[config.mk]
export PLATFORM = sky130hd
export DESIGN_NAME = cfk_fader_keys
export DESIGN_NICKNAME = d
export VERILOG_FILES = /design/src/include/cfk_pkg.sv /design/src/rtl/cfk_fader_keys.sv
export VERILOG_INCLUDE_DIRS = /design/src /design/src/include
export SDC_FILE = /design/constraint.sdc
export NUM_CORES = 2
export LEC_CHECK = 0
export ABC_AREA = 1
export BUFFER_PORTS_ARGS = -buffer_cell sky130_fd_sc_hd__buf_2
export CAP_MARGIN = 5
export CORE_MARGIN = 2
export CORE_UTILIZATION = 55
export CTS_BUF_LIST = sky130_fd_sc_hd__clkbuf_16
export DETAILED_ROUTE_END_ITERATION = 16
export PLACE_DENSITY = 0.8
export SYNTH_ARGS = -nofsm -noshare
export SYNTH_HDL_FRONTEND = slang
export SYNTH_SLANG_ARGS = --single-unit
[constraint.sdc]
create_clock -name CLOCK_I -period 98.1 [get_ports CLOCK_I]
set_input_delay 9.81 -clock CLOCK_I [delete_from_list [all_inputs] [get_ports CLOCK_I]]
set_output_delay 9.81 -clock CLOCK_I [all_outputs]
set_load 0.02 [all_outputs]
[src/include/cfk_params.svh]
`ifndef CFK_PARAMS_SVH
`define CFK_PARAMS_SVH
// Overview of operation
// RL1: momentary press of unlit preview key adds channel; pressing again removes it
// RL2: with interlock on, selecting preview drops every other channel from preview
// RL3: while a preview key is held, other presses add channels, interlock suspended
// RL4: while a lit key is held, pressing other lit keys removes those channels
// RL5: short press of any lit preview key clears all channels from preview; code clears all only with interlock on, else just that channel
// RL6: control bit can switch interlock off so presses accumulate channels
// RL7: preview speakers mute when operator mic is on, previewed or on record bus
// RL8: phone channel: preview pressed while talk held latches talk and preview
// RL9: with talk and preview latched, pressing either key releases both
// RL10: new source chosen while on: display alternates on-air and pending names
// RL11: pending source is taken only once the channel is switched off
// RL12: unavailable source from a profile shows a fixed not-found message
// RL13: alpha display holds 10 characters naming the assigned source
// RL14: status symbol shows channel number, or symbol during backfeed or talkback
// RL15: channel assignable to first three buses, fed post-fader post-on/off
// RL16: fourth bus post/post, record post-fader pre-on/off, phone pre/pre
// RL17: talkback key opens talkback to backfeed and shows talkback symbol
// RL18: talkback may be active on several channels at once
// RL19: auto backfeed carries bus one minus source when on, talkback when off
// RL20: direct-access keys active only after an options key, acting on that channel
// RL21: peak warning lights when peak reaches or exceeds full scale
// RL22: countdown ring shown while running, shrinking over the last 60 seconds
// RL23: fader-start: fader at bottom switches off with stop, raising gives on and start
// RL24: fader-normal: on/off and start/stop follow on and off keys only
// RL25: held key told from momentary press by a hold-time threshold in cycles
// RL26: every key is synchronised and debounced before use

// ----------------------------------------
// register map
// ----------------------------------------
`define CFK_ADR_CTRL      8'h00
`define CFK_ADR_PREVIEW   8'h04
`define CFK_ADR_ON        8'h08
`define CFK_ADR_TALK      8'h0c
`define CFK_ADR_BUS       8'h10
`define CFK_CTRL_ILK_BIT  0
`define CFK_CTRL_FSTART_BIT 1
`define CFK_CTRL_RST      2'h1

// ----------------------------------------
// timing
// ----------------------------------------
`define CFK_CLK_HZ        40000000
`define CFK_DEB_MS        5
`define CFK_HOLD_MS       400
`define CFK_FLASH_MS      500

// ----------------------------------------
// display
// ----------------------------------------
`define CFK_ALPHA_CHARS   10
`define CFK_NOT_FOUND_TXT 80'h4e4f5420464f554e4420
`define CFK_RING_SECS     16'h003c
`endif

[src/include/cfk_pkg.sv]
package cfk_pkg;
  typedef enum logic [0:0] {
    PV_IDLE   = 1'b0,
    PV_ANCHOR = 1'b1
  } cfk_pv_state_type;

  typedef enum logic [1:0] {
    SYM_CHAN     = 2'b00,
    SYM_BACKFEED = 2'b01,
    SYM_TALK     = 2'b10
  } cfk_sym_type;
endpackage : cfk_pkg

[src/rtl/cfk_fader_keys.sv]
`timescale 1ns/1ps
`default_nettype none
`include "cfk_params.svh"

module cfk_fader_keys #(
  parameter int N            = 4,
  parameter int DAK          = 6,
  parameter int CNT_W        = 25,
  parameter int PEAK_W       = 16,
  parameter int DEB_CYCLES   = (`CFK_CLK_HZ / 1000) * `CFK_DEB_MS,
  parameter int HOLD_CYCLES  = (`CFK_CLK_HZ / 1000) * `CFK_HOLD_MS,
  parameter int FLASH_CYCLES = (`CFK_CLK_HZ / 1000) * `CFK_FLASH_MS,
  parameter int CH_W         = $clog2(N),
  parameter int TXT_W        = 8 * `CFK_ALPHA_CHARS
) (
  // clock and reset
  input  wire  logic                CLOCK_I,
  input  wire  logic                RESET_I,
  // wishbone slave
  input  wire  logic                WB_CYC_I,
  input  wire  logic                WB_STB_I,
  input  wire  logic                WB_WE_I,
  input  wire  logic [7:0]          WB_ADR_I,
  input  wire  logic [3:0]          WB_SEL_I,
  input  wire  logic [31:0]         WB_DAT_I,
  output logic       [31:0]         WB_DAT_O,
  output logic                      WB_ACK_O,
  // operator keys
  input  wire  logic [N-1:0]        PREVIEW_KEY_I,
  input  wire  logic [N-1:0]        TALK_KEY_I,
  input  wire  logic [N-1:0]        ON_KEY_I,
  input  wire  logic [N-1:0]        OFF_KEY_I,
  input  wire  logic [N-1:0]        OPTIONS_KEY_I,
  input  wire  logic [4*N-1:0]      BUS_KEY_I,
  input  wire  logic [DAK-1:0]      DIRECT_KEY_I,
  input  wire  logic [N-1:0]        FADER_BOTTOM_I,
  // source attributes per channel
  input  wire  logic [N-1:0]        SRC_PHONE_I,
  input  wire  logic [N-1:0]        SRC_BACKFEED_I,
  input  wire  logic [N-1:0]        SRC_AUTO_BF_I,
  input  wire  logic [N-1:0]        SRC_OP_MIC_I,
  // source selection
  input  wire  logic                SRC_STB_I,
  input  wire  logic [CH_W-1:0]     SRC_CH_I,
  input  wire  logic [TXT_W-1:0]    SRC_NAME_I,
  input  wire  logic                SRC_FOUND_I,
  // metering and timer
  input  wire  logic [PEAK_W-1:0]   PEAK_I,
  input  wire  logic                CD_RUN_I,
  input  wire  logic [15:0]         CD_SECS_I,
  // channel state to the mixing engine
  output logic       [N-1:0]        PREVIEW_O,
  output logic                      PREVIEW_MUTE_O,
  output logic       [N-1:0]        TALK_O,
  output logic       [N-1:0]        MIX_MINUS_O,
  output logic       [N-1:0]        ON_O,
  output logic       [N-1:0]        START_O,
  output logic       [N-1:0]        STOP_O,
  output logic       [3*N-1:0]      PGM_FEED_O,
  output logic       [N-1:0]        PGM4_FEED_O,
  output logic       [N-1:0]        REC_FEED_O,
  output logic       [N-1:0]        PHONE_FEED_O,
  // direct-access keys
  output logic                      DIRECT_ACTIVE_O,
  output logic       [CH_W-1:0]     DIRECT_CH_O,
  output logic       [DAK-1:0]      DIRECT_CMD_O,
  // indicators
  output logic       [N*TXT_W-1:0]  ALPHA_TEXT_O,
  output logic       [2*N-1:0]      STATUS_SYM_O,
  output logic                      PEAK_WARN_O,
  output logic                      RING_SHOW_O,
  output logic       [5:0]          RING_FILL_O
);

  localparam int K = 9 * N + DAK;
  localparam logic [CNT_W-1:0] DEB_C   = CNT_W'(DEB_CYCLES);
  localparam logic [CNT_W-1:0] HOLD_C  = CNT_W'(HOLD_CYCLES);
  localparam logic [CNT_W-1:0] FLASH_C = CNT_W'(FLASH_CYCLES);

  // ----------------------------------------
  // key synchronise and debounce
  // ----------------------------------------
  logic [K-1:0] raw;
  logic [K-1:0] sync1_r;
  logic [K-1:0] sync2_r;
  logic [K-1:0] db_r;
  logic [K-1:0] db_q_r;
  logic [K-1:0] press;
  logic [K-1:0] release_ev;

  assign raw        = {DIRECT_KEY_I, BUS_KEY_I, OPTIONS_KEY_I, OFF_KEY_I, ON_KEY_I, TALK_KEY_I, PREVIEW_KEY_I};
  assign press      = db_r & ~db_q_r;
  assign release_ev = ~db_r & db_q_r;

  genvar g;
  generate
    for (g = 0; g < K; g++)
    begin : g_deb
      logic [CNT_W-1:0] cnt_r;
      always_ff @(posedge CLOCK_I or posedge RESET_I)
      begin
        if (RESET_I)
        begin
          sync1_r[g] <= 1'b0;
          sync2_r[g] <= 1'b0;
          db_r[g]    <= 1'b0;
          db_q_r[g]  <= 1'b0;
          cnt_r      <= '0;
        end
        else
        begin
          sync1_r[g] <= raw[g];
          sync2_r[g] <= sync1_r[g];
          db_q_r[g]  <= db_r[g];
          // a change must stand for the whole debounce time
          if (sync2_r[g] == db_r[g])
            cnt_r <= '0; // RL26
          else if (cnt_r >= DEB_C - 1'b1)
          begin
            db_r[g] <= sync2_r[g];
            cnt_r   <= '0;
          end
          else
            cnt_r <= cnt_r + 1'b1;
        end
      end
    end
  endgenerate

  logic [N-1:0]   pv_lvl;
  logic [N-1:0]   tk_lvl;
  logic [N-1:0]   pv_press;
  logic [N-1:0]   pv_rel;
  logic [N-1:0]   tk_press;
  logic [N-1:0]   on_press;
  logic [N-1:0]   off_press;
  logic [N-1:0]   opt_press;
  logic [4*N-1:0] bus_press;
  logic [DAK-1:0] dak_press;

  assign pv_lvl    = db_r[N-1:0];
  assign tk_lvl    = db_r[2*N-1:N];
  assign pv_press  = press[N-1:0];
  assign pv_rel    = release_ev[N-1:0];
  assign tk_press  = press[2*N-1:N];
  assign on_press  = press[3*N-1:2*N];
  assign off_press = press[4*N-1:3*N];
  assign opt_press = press[5*N-1:4*N];
  assign bus_press = press[9*N-1:5*N];
  assign dak_press = press[K-1:9*N];

  // ----------------------------------------
  // wishbone registers
  // ----------------------------------------
  logic [1:0]   ctrl_r;
  logic [N-1:0] pv_r;
  logic [N-1:0] on_r;
  logic [N-1:0] talk_r;
  logic [4*N-1:0] bus_r;
  logic         wb_req;
  logic         ilk;
  logic         fstart;

  assign wb_req   = WB_CYC_I & WB_STB_I;
  assign ilk      = ctrl_r[`CFK_CTRL_ILK_BIT];
  assign fstart   = ctrl_r[`CFK_CTRL_FSTART_BIT];

  always_ff @(posedge CLOCK_I or posedge RESET_I)
  begin
    if (RESET_I)
    begin
      WB_ACK_O <= 1'b0;
      WB_DAT_O <= '0;
      ctrl_r   <= `CFK_CTRL_RST;
    end
    else
    begin
      // one wait state; unmapped reads return zero
      WB_ACK_O <= wb_req & ~WB_ACK_O;
      if (wb_req & ~WB_ACK_O)
      begin
        unique case (WB_ADR_I)
          `CFK_ADR_CTRL:    WB_DAT_O <= 32'(ctrl_r);
          `CFK_ADR_PREVIEW: WB_DAT_O <= 32'(pv_r);
          `CFK_ADR_ON:      WB_DAT_O <= 32'(on_r);
          `CFK_ADR_TALK:    WB_DAT_O <= 32'(talk_r);
          `CFK_ADR_BUS:     WB_DAT_O <= 32'(bus_r);
          default:          WB_DAT_O <= '0;
        endcase
      end
      if (wb_req & WB_ACK_O & WB_WE_I & WB_SEL_I[0] & (WB_ADR_I == `CFK_ADR_CTRL))
        ctrl_r <= WB_DAT_I[1:0]; // RL6
    end
  end

  // ----------------------------------------
  // preview selection and talk latch
  // ----------------------------------------
  cfk_pkg::cfk_pv_state_type st_r;
  cfk_pkg::cfk_pv_state_type st_nxt;
  logic [N-1:0]     latch_r;
  logic [N-1:0]     latch_nxt;
  logic [N-1:0]     pv_nxt;
  logic [CH_W-1:0]  anc_r;
  logic [CH_W-1:0]  anc_nxt;
  logic             anc_lit_r;
  logic             anc_lit_nxt;
  logic             used_r;
  logic             used_nxt;
  logic [CNT_W-1:0] hold_cnt_r;
  logic             ev_valid;
  logic [CH_W-1:0]  ev_ch;
  logic [N-1:0]     ev_oh;
  logic [N-1:0]     anc_oh;
  logic             anc_done;
  logic             short_lit;

  // lowest channel wins when several keys land together
  always_comb
  begin
    ev_valid = 1'b0;
    ev_ch    = '0;
    for (int i = N - 1; i >= 0; i--)
      if (pv_press[i])
      begin
        ev_valid = 1'b1;
        ev_ch    = CH_W'(i);
      end
  end

  assign ev_oh     = N'(1) << ev_ch;
  assign anc_oh    = N'(1) << anc_r;
  assign anc_done  = (st_r == cfk_pkg::PV_ANCHOR) && pv_rel[anc_r];
  assign short_lit = anc_lit_r && !used_r && (hold_cnt_r < HOLD_C);

  always_comb
  begin
    st_nxt      = st_r;
    anc_nxt     = anc_r;
    anc_lit_nxt = anc_lit_r;
    used_nxt    = used_r;
    latch_nxt   = latch_r & ~tk_press; // RL9
    pv_nxt      = pv_r & ~(tk_press & latch_r); // RL9
    if (anc_done)
    begin
      st_nxt = cfk_pkg::PV_IDLE;
      if (short_lit)
        pv_nxt = ilk ? '0 : (pv_nxt & ~anc_oh); // RL5 RL1 RL25
    end
    else if (ev_valid)
    begin
      if (latch_r[ev_ch])
      begin
        latch_nxt[ev_ch] = 1'b0; // RL9
        pv_nxt[ev_ch]    = 1'b0;
      end
      else if (tk_lvl[ev_ch] && SRC_PHONE_I[ev_ch])
      begin
        latch_nxt[ev_ch] = 1'b1; // RL8
        pv_nxt[ev_ch]    = 1'b1;
      end
      else if (st_r == cfk_pkg::PV_ANCHOR)
      begin
        // interlock suspended while the anchor key is down
        pv_nxt[ev_ch] = ~pv_r[ev_ch]; // RL3 RL4
        used_nxt      = 1'b1;
      end
      else
      begin
        st_nxt      = cfk_pkg::PV_ANCHOR;
        anc_nxt     = ev_ch;
        anc_lit_nxt = pv_r[ev_ch];
        used_nxt    = 1'b0;
        if (!pv_r[ev_ch])
          pv_nxt = ilk ? ev_oh : (pv_nxt | ev_oh); // RL1 RL2 RL6
      end
    end
    latch_nxt = latch_nxt & pv_nxt;
  end

  always_ff @(posedge CLOCK_I or posedge RESET_I)
  begin
    if (RESET_I)
    begin
      st_r      <= cfk_pkg::PV_IDLE;
      pv_r      <= '0;
      latch_r   <= '0;
      anc_r     <= '0;
      anc_lit_r <= 1'b0;
      used_r    <= 1'b0;
    end
    else
    begin
      st_r      <= st_nxt;
      pv_r      <= pv_nxt;
      latch_r   <= latch_nxt;
      anc_r     <= anc_nxt;
      anc_lit_r <= anc_lit_nxt;
      used_r    <= used_nxt;
    end
  end

  always_ff @(posedge CLOCK_I or posedge RESET_I)
  begin
    if (RESET_I)
      hold_cnt_r <= '0;
    else if (st_r == cfk_pkg::PV_IDLE)
      hold_cnt_r <= '0; // RL25
    else if (hold_cnt_r < HOLD_C)
      hold_cnt_r <= hold_cnt_r + 1'b1;
  end

  // ----------------------------------------
  // on/off, start/stop, bus assignment
  // ----------------------------------------
  logic [N-1:0] fb_q_r;
  logic [N-1:0] fb_down;
  logic [N-1:0] fb_up;

  assign fb_down = FADER_BOTTOM_I & ~fb_q_r;
  assign fb_up   = ~FADER_BOTTOM_I & fb_q_r;

  always_ff @(posedge CLOCK_I or posedge RESET_I)
  begin
    if (RESET_I)
    begin
      fb_q_r  <= '0;
      on_r    <= '0;
      START_O <= '0;
      STOP_O  <= '0;
    end
    else
    begin
      fb_q_r <= FADER_BOTTOM_I;
      if (fstart)
      begin
        on_r    <= (on_r | fb_up) & ~fb_down; // RL23
        START_O <= fb_up & ~on_r;
        STOP_O  <= fb_down & on_r;
      end
      else
      begin
        on_r    <= (on_r | on_press) & ~off_press; // RL24
        START_O <= on_press & ~off_press & ~on_r;
        STOP_O  <= off_press & on_r;
      end
    end
  end

  always_ff @(posedge CLOCK_I or posedge RESET_I)
  begin
    if (RESET_I)
      bus_r <= '0;
    else
      bus_r <= bus_r ^ bus_press; // RL15
  end

  // ----------------------------------------
  // talkback, backfeed, feeds, preview mute
  // ----------------------------------------
  always_ff @(posedge CLOCK_I or posedge RESET_I)
  begin
    if (RESET_I)
    begin
      talk_r         <= '0;
      MIX_MINUS_O    <= '0;
      PGM_FEED_O     <= '0;
      PGM4_FEED_O    <= '0;
      REC_FEED_O     <= '0;
      PHONE_FEED_O   <= '0;
      PREVIEW_MUTE_O <= 1'b0;
    end
    else
    begin
      talk_r      <= SRC_BACKFEED_I & (tk_lvl | latch_r | (SRC_AUTO_BF_I & ~on_r)); // RL17 RL18 RL19
      MIX_MINUS_O <= SRC_BACKFEED_I & SRC_AUTO_BF_I & on_r; // RL19
      for (int i = 0; i < N; i++)
      begin
        PGM_FEED_O[3*i +: 3] <= bus_r[4*i +: 3] & {3{on_r[i]}}; // RL15
        PGM4_FEED_O[i]       <= bus_r[4*i+3] & on_r[i]; // RL16
        REC_FEED_O[i]        <= bus_r[4*i+3];
        PHONE_FEED_O[i]      <= bus_r[4*i+3];
      end
      PREVIEW_MUTE_O <= |(SRC_OP_MIC_I & (on_r | pv_r | REC_FEED_O)); // RL7
    end
  end

  assign PREVIEW_O = pv_r;
  assign TALK_O    = talk_r;
  assign ON_O      = on_r;

  // ----------------------------------------
  // direct-access keys
  // ----------------------------------------
  always_ff @(posedge CLOCK_I or posedge RESET_I)
  begin
    if (RESET_I)
    begin
      DIRECT_ACTIVE_O <= 1'b0;
      DIRECT_CH_O     <= '0;
      DIRECT_CMD_O    <= '0;
    end
    else
    begin
      for (int i = N - 1; i >= 0; i--)
        if (opt_press[i])
        begin
          DIRECT_ACTIVE_O <= 1'b1; // RL20
          DIRECT_CH_O     <= CH_W'(i);
        end
      DIRECT_CMD_O <= DIRECT_ACTIVE_O ? dak_press : '0; // RL20
    end
  end

  // ----------------------------------------
  // source take and alpha display
  // ----------------------------------------
  logic [TXT_W-1:0] cur_name_r [N];
  logic [TXT_W-1:0] pend_name_r [N];
  logic [TXT_W-1:0] alpha_r [N];
  logic [N-1:0]     pend_r;
  logic [N-1:0]     nf_r;
  logic [CNT_W-1:0] flash_cnt_r;
  logic             flash_r;

  always_ff @(posedge CLOCK_I or posedge RESET_I)
  begin
    if (RESET_I)
    begin
      flash_cnt_r <= '0;
      flash_r     <= 1'b0;
    end
    else if (flash_cnt_r >= FLASH_C - 1'b1)
    begin
      flash_cnt_r <= '0;
      flash_r     <= ~flash_r;
    end
    else
      flash_cnt_r <= flash_cnt_r + 1'b1;
  end

  always_ff @(posedge CLOCK_I or posedge RESET_I)
  begin
    if (RESET_I)
    begin
      pend_r <= '0;
      nf_r   <= '0;
      for (int i = 0; i < N; i++)
      begin
        cur_name_r[i]  <= '0;
        pend_name_r[i] <= '0;
      end
    end
    else
    begin
      for (int i = 0; i < N; i++)
        if (pend_r[i] && !on_r[i])
        begin
          cur_name_r[i] <= pend_name_r[i]; // RL11
          pend_r[i]     <= 1'b0;
        end
      if (SRC_STB_I)
      begin
        nf_r[SRC_CH_I] <= ~SRC_FOUND_I; // RL12
        if (!SRC_FOUND_I)
          pend_r[SRC_CH_I] <= 1'b0;
        else if (on_r[SRC_CH_I])
        begin
          pend_r[SRC_CH_I]      <= 1'b1; // RL11
          pend_name_r[SRC_CH_I] <= SRC_NAME_I;
        end
        else
        begin
          pend_r[SRC_CH_I]     <= 1'b0;
          cur_name_r[SRC_CH_I] <= SRC_NAME_I;
        end
      end
    end
  end

  generate
    for (g = 0; g < N; g++)
    begin : g_disp
      always_ff @(posedge CLOCK_I or posedge RESET_I)
      begin
        if (RESET_I)
        begin
          alpha_r[g]           <= '0;
          STATUS_SYM_O[2*g +: 2] <= cfk_pkg::SYM_CHAN;
        end
        else
        begin
          if (nf_r[g])
            alpha_r[g] <= `CFK_NOT_FOUND_TXT; // RL12
          else if (pend_r[g] && flash_r)
            alpha_r[g] <= pend_name_r[g]; // RL10
          else
            alpha_r[g] <= cur_name_r[g]; // RL13
          if (talk_r[g])
            STATUS_SYM_O[2*g +: 2] <= cfk_pkg::SYM_TALK; // RL14 RL17
          else if (MIX_MINUS_O[g])
            STATUS_SYM_O[2*g +: 2] <= cfk_pkg::SYM_BACKFEED; // RL14
          else
            STATUS_SYM_O[2*g +: 2] <= cfk_pkg::SYM_CHAN;
        end
      end
      assign ALPHA_TEXT_O[g*TXT_W +: TXT_W] = alpha_r[g];
    end
  endgenerate

  // ----------------------------------------
  // peak warning and countdown ring
  // ----------------------------------------
  always_ff @(posedge CLOCK_I or posedge RESET_I)
  begin
    if (RESET_I)
    begin
      PEAK_WARN_O <= 1'b0;
      RING_SHOW_O <= 1'b0;
      RING_FILL_O <= '0;
    end
    else
    begin
      // full scale is the largest magnitude code
      PEAK_WARN_O <= (PEAK_I == {PEAK_W{1'b1}}); // RL21
      RING_SHOW_O <= CD_RUN_I; // RL22
      RING_FILL_O <= !CD_RUN_I ? 6'h00 :
                     (CD_SECS_I < `CFK_RING_SECS) ? CD_SECS_I[5:0] : 6'(`CFK_RING_SECS);
    end
  end
endmodule : cfk_fader_keys

`default_nettype wire

==> results.yml <==
status:
  status: "finished, final reports clean"
cts:
  cts_resized: 0
  clk_latency_ns: 0.89
  clockRootBuffer: "clkbuf_16"
  h-tree-depth: 4
  cts_tree: "yes"
  cts-buffers-inserted: 228
  holdBufCountCts: 0
  cts.sinks: 2355
  clockBufferDepth: 3
  post_cts_buffers: 0
  clk_pin_slew_ns: 0.06
critical_path:
  crit_buf_inv: 8
  path_cells: "buf_2 > inv_8 > buf_4 > buf_4 > buf_4 > buf_4 > buf_4 > buf_4"
  crit_path_frequent_cell: "buf_4"
  critPathTopFamily: "buffers and inverters"
  required_ns: 98.94
  startpoint_type: "input port"
  arrival_ns: 15.58
  cp_slowest_cell: "buf_4"
  crit_fanout: 131
  cp-end-kind: "async pin"
  critical_path_class: "input port to async pin"
  cpPeakStageDelay_ns: 0.91
power_and_ir_drop:
  ir_drop_v: 0.0000166
  power_mw: 2.36
  power_density_nw_per_um2: 21.0
  p_leak_nw: 51.5
layout:
  design_area_um2: 113000
  nets: 11900
  drive_gt1_share_pct: 10.0
  multi_input_area_um2: 35300
  fillers: 14100
  layout.cells.non_filler: 14200
  syn_to_final_growth_pct: 13.4
  regArea_um2: 58900
global_routing:
  first_global_vias: 76900
  grt_pass1_wl_mm: 401
  grt_max_degree: 174
  track_usage_pct: 27.2
  antenna_found_initial: 22
  overflow: 0
routing:
  routed_wl_mm: 250
  ant_nets: 0
  via_count: 77500
  wl_per_cell_um: 17.6
  drt_iter0_drc: 7374
  first_pass_iters: 9
  viasPerCell: 5.45
  post-route-drc-count: 0
floorplan:
  rows: 156
  die_height_um: 429
  initial_core_util_pct: 55.2
  io_pins: 655
  die_area_um2: 184000
  dieWidth_um: 429
  core_region_area_um2: 180000
placement:
  place_hpwl_mm: 165
  gp_congestion: 0.894
  io_buffer_count: 605
  placed_area_um2: 105000
  dpl.cell_count: 13800
sta:
  rsz0062_at_grt: "no"
  finalSetupViolations: 0
  hold_viol_final: 0
  timing.fmax_mhz: 67.8
  final.setup_skew_ns: 0.0512
  hold_slack_ns: 0.324
  maxSlewHeadroom_pct: 13.4
  worst_slew_pin_slew_ns: 1.29
  setup_tns_ns: 0
  period_minus_slack_ns: 14.75
  slew_viol_final: 0
  fin_crit_sh_pct: 15.0
yosys:
  synth_warnings: 0
  syn-cell-area_um2: 99400
  synth_enable_flop_cells: 0
  synth.distinct_cells: 81
  ys_ff_latch: 2355
  synthArstFlopShare_pct: 100
  ys.flop_type: "dfrtp_1"
  syn_avg_cell_area_um2: 9.18
  syn_inst: 10800
  yosysSeqAreaShare_pct: 59.3
run:
  drv_cap: 0
hold_path:
  hold_class: "register to register"
[worst paths after layout]
kind	start	to	slack [ns]	depth (start not counted)
worst max-delay path	RESET_I	g_deb[27].cnt_r[23]	83.35	8
worst min-delay path	sync1_r[0]	sync2_r[0]	0.32	0
worst max register to register	ON_O[0]	cur_name_r[317]	93.54	9
worst min register to register	sync1_r[0]	sync2_r[0]	0.32	0
max in group CLOCK_I	SRC_CH_I[0]	pend_name_r[57]	85.99	10
min in group asynchronous	RESET_I	RING_SHOW_O	9.11	2
[cells in the mapped netlist (all sizes together) (6+ instances only)]
library cell / n / share of area (%)
a21oi: 375 / 1.9
xor2: 293 / 2.6
xnor2: 114 / 1.0
buf: 169 / 1.1
nand2: 1892 / 7.3
or4: 13 / 0.10
nor4: 156 / 1.1
a2111oi: 6 / 0.17
o31ai: 19 / 0.14
ha: 44 / 0.55
nor2: 1446 / 5.6
o211ai: 23 / 0.19
or3: 8 / 0.050
o21bai: 10 / 0.087
nand4: 173 / 1.2
clkbuf: 243 / 0.92
and3: 6 / 0.038
nand3: 374 / 1.9
or2: 50 / 0.31
nor3b: 47 / 0.36
a31oi: 134 / 0.84
o22ai: 20 / 0.13
dfrtp: 2354 / 59
a211oi: 12 / 0.096
nand3b: 10 / 0.076
a41oi: 9 / 0.079
nor3: 294 / 1.6
a31o: 6 / 0.053
o21ai: 1311 / 6.6
inv: 1171 / 4.4
[report_power, final]
part	internal, mW	leakage [nW]	switching (mW)	total [mW]
registers	1.10	30.2	0.0804	1.18
clock network	0.481	3.73	0.381	0.862
logic	0.106	17.7	0.212	0.319
[metal layers]
| metal | track usage (%) | part of all wire (%) | vias to the layer above |
|---|---|---|---|
| li1 | - | - | 36500 |
| met1 | 33.0 | 38 | 37600 |
| met2 | 45.3 | 48 | 2802 |
| met3 | 4.21 | 6.5 | 658 |
| met4 | 17.8 | 7.0 | 2 |
| met5 | 0 | 0.0080 | - |
[state kept, by name, indices dropped and copies added, names as in the netlist, 6 cells and up]
signal and flops:
ALPHA_TEXT_O 320, DIRECT_CMD_O 6, PGM_FEED_O 12, RING_FILL_O 6
STATUS_SYM_O 8, WB_DAT_O 16, bus_r 16, cur_name_r 320
db_q_r 42, db_r 42, flash_cnt_r 25, g_deb.cnt_r 1050
hold_cnt_r 25, pend_name_r 320, sync1_r 42, sync2_r 42
[metrics by stage]
stage	setup slack (ns)	util, %
floorplan	21.74	-
global placement	82.28	58.4
detailed placement	82.16	58.4
CTS	83.09	62.5
global route	82.33	62.5
finish	83.35	62.5
[kinds of logic (layout without fill, tap and decap cells)]
family | count (synthesis) | after routing | share of synthesized area [%]
and+or+nand+nor | 4476 | 4476 | 19.5
xor gates and xnor gates | 407 | 407 | 3.59
buffers and inverters | 1587 | 2275 | 6.42
adders and majority gates | 44 | 44 | 0.554
other | 1 | 332 | 0.00377
AOI/OAI and AO/OA | 1956 | 1956 | 10.6
DFF | 2355 | 2355 | 59.3
[layout make-up]
cell class	instances	area share (%)
antenna	22	0.0489
timing repair buffer	673	3.17
tap	2370	2.63
multi-input combinational	7193	31.3
clock inverter	198	1.48
inverter	1175	3.93
clock buffer	229	5.09
sequential	2355	52.3
[cell usage in the layout, fill, tap and decap left out, types with 10 or more instances in the layout]
cell type,Yosys,routed
nand4_2,11,11
a211oi_1,11,11
nor2_2,17,18
buf_2,88,605
nor3b_1,47,47
or4_1,12,12
ha_1,44,44
nand2_1,1877,1861
o21ai_1,10,10
o22ai_1,20,20
clkinv_1,4,70
a31oi_1,134,134
inv_1,1161,1189
o21ai_0,1296,1296
a21oi_1,372,372
nor4_1,146,146
o31ai_1,19,19
clkinvlp_4,0,14
conb_1,1,310
nand2_4,9,22
nor3_2,13,13
nor2_1,1423,1422
diode_2,0,22
dfrtp_1,2354,2350
clkbuf_16,0,229
nand3_1,367,367
xnor2_1,114,114
inv_2,8,11
clkinv_2,0,46
nand3b_1,10,10
xor2_1,293,293
buf_4,61,65
or2_2,39,39
nand4_1,162,162
bufinv_16,0,21
o211ai_1,21,21
nor3_1,279,279
(Power assumes the default switching activity.)
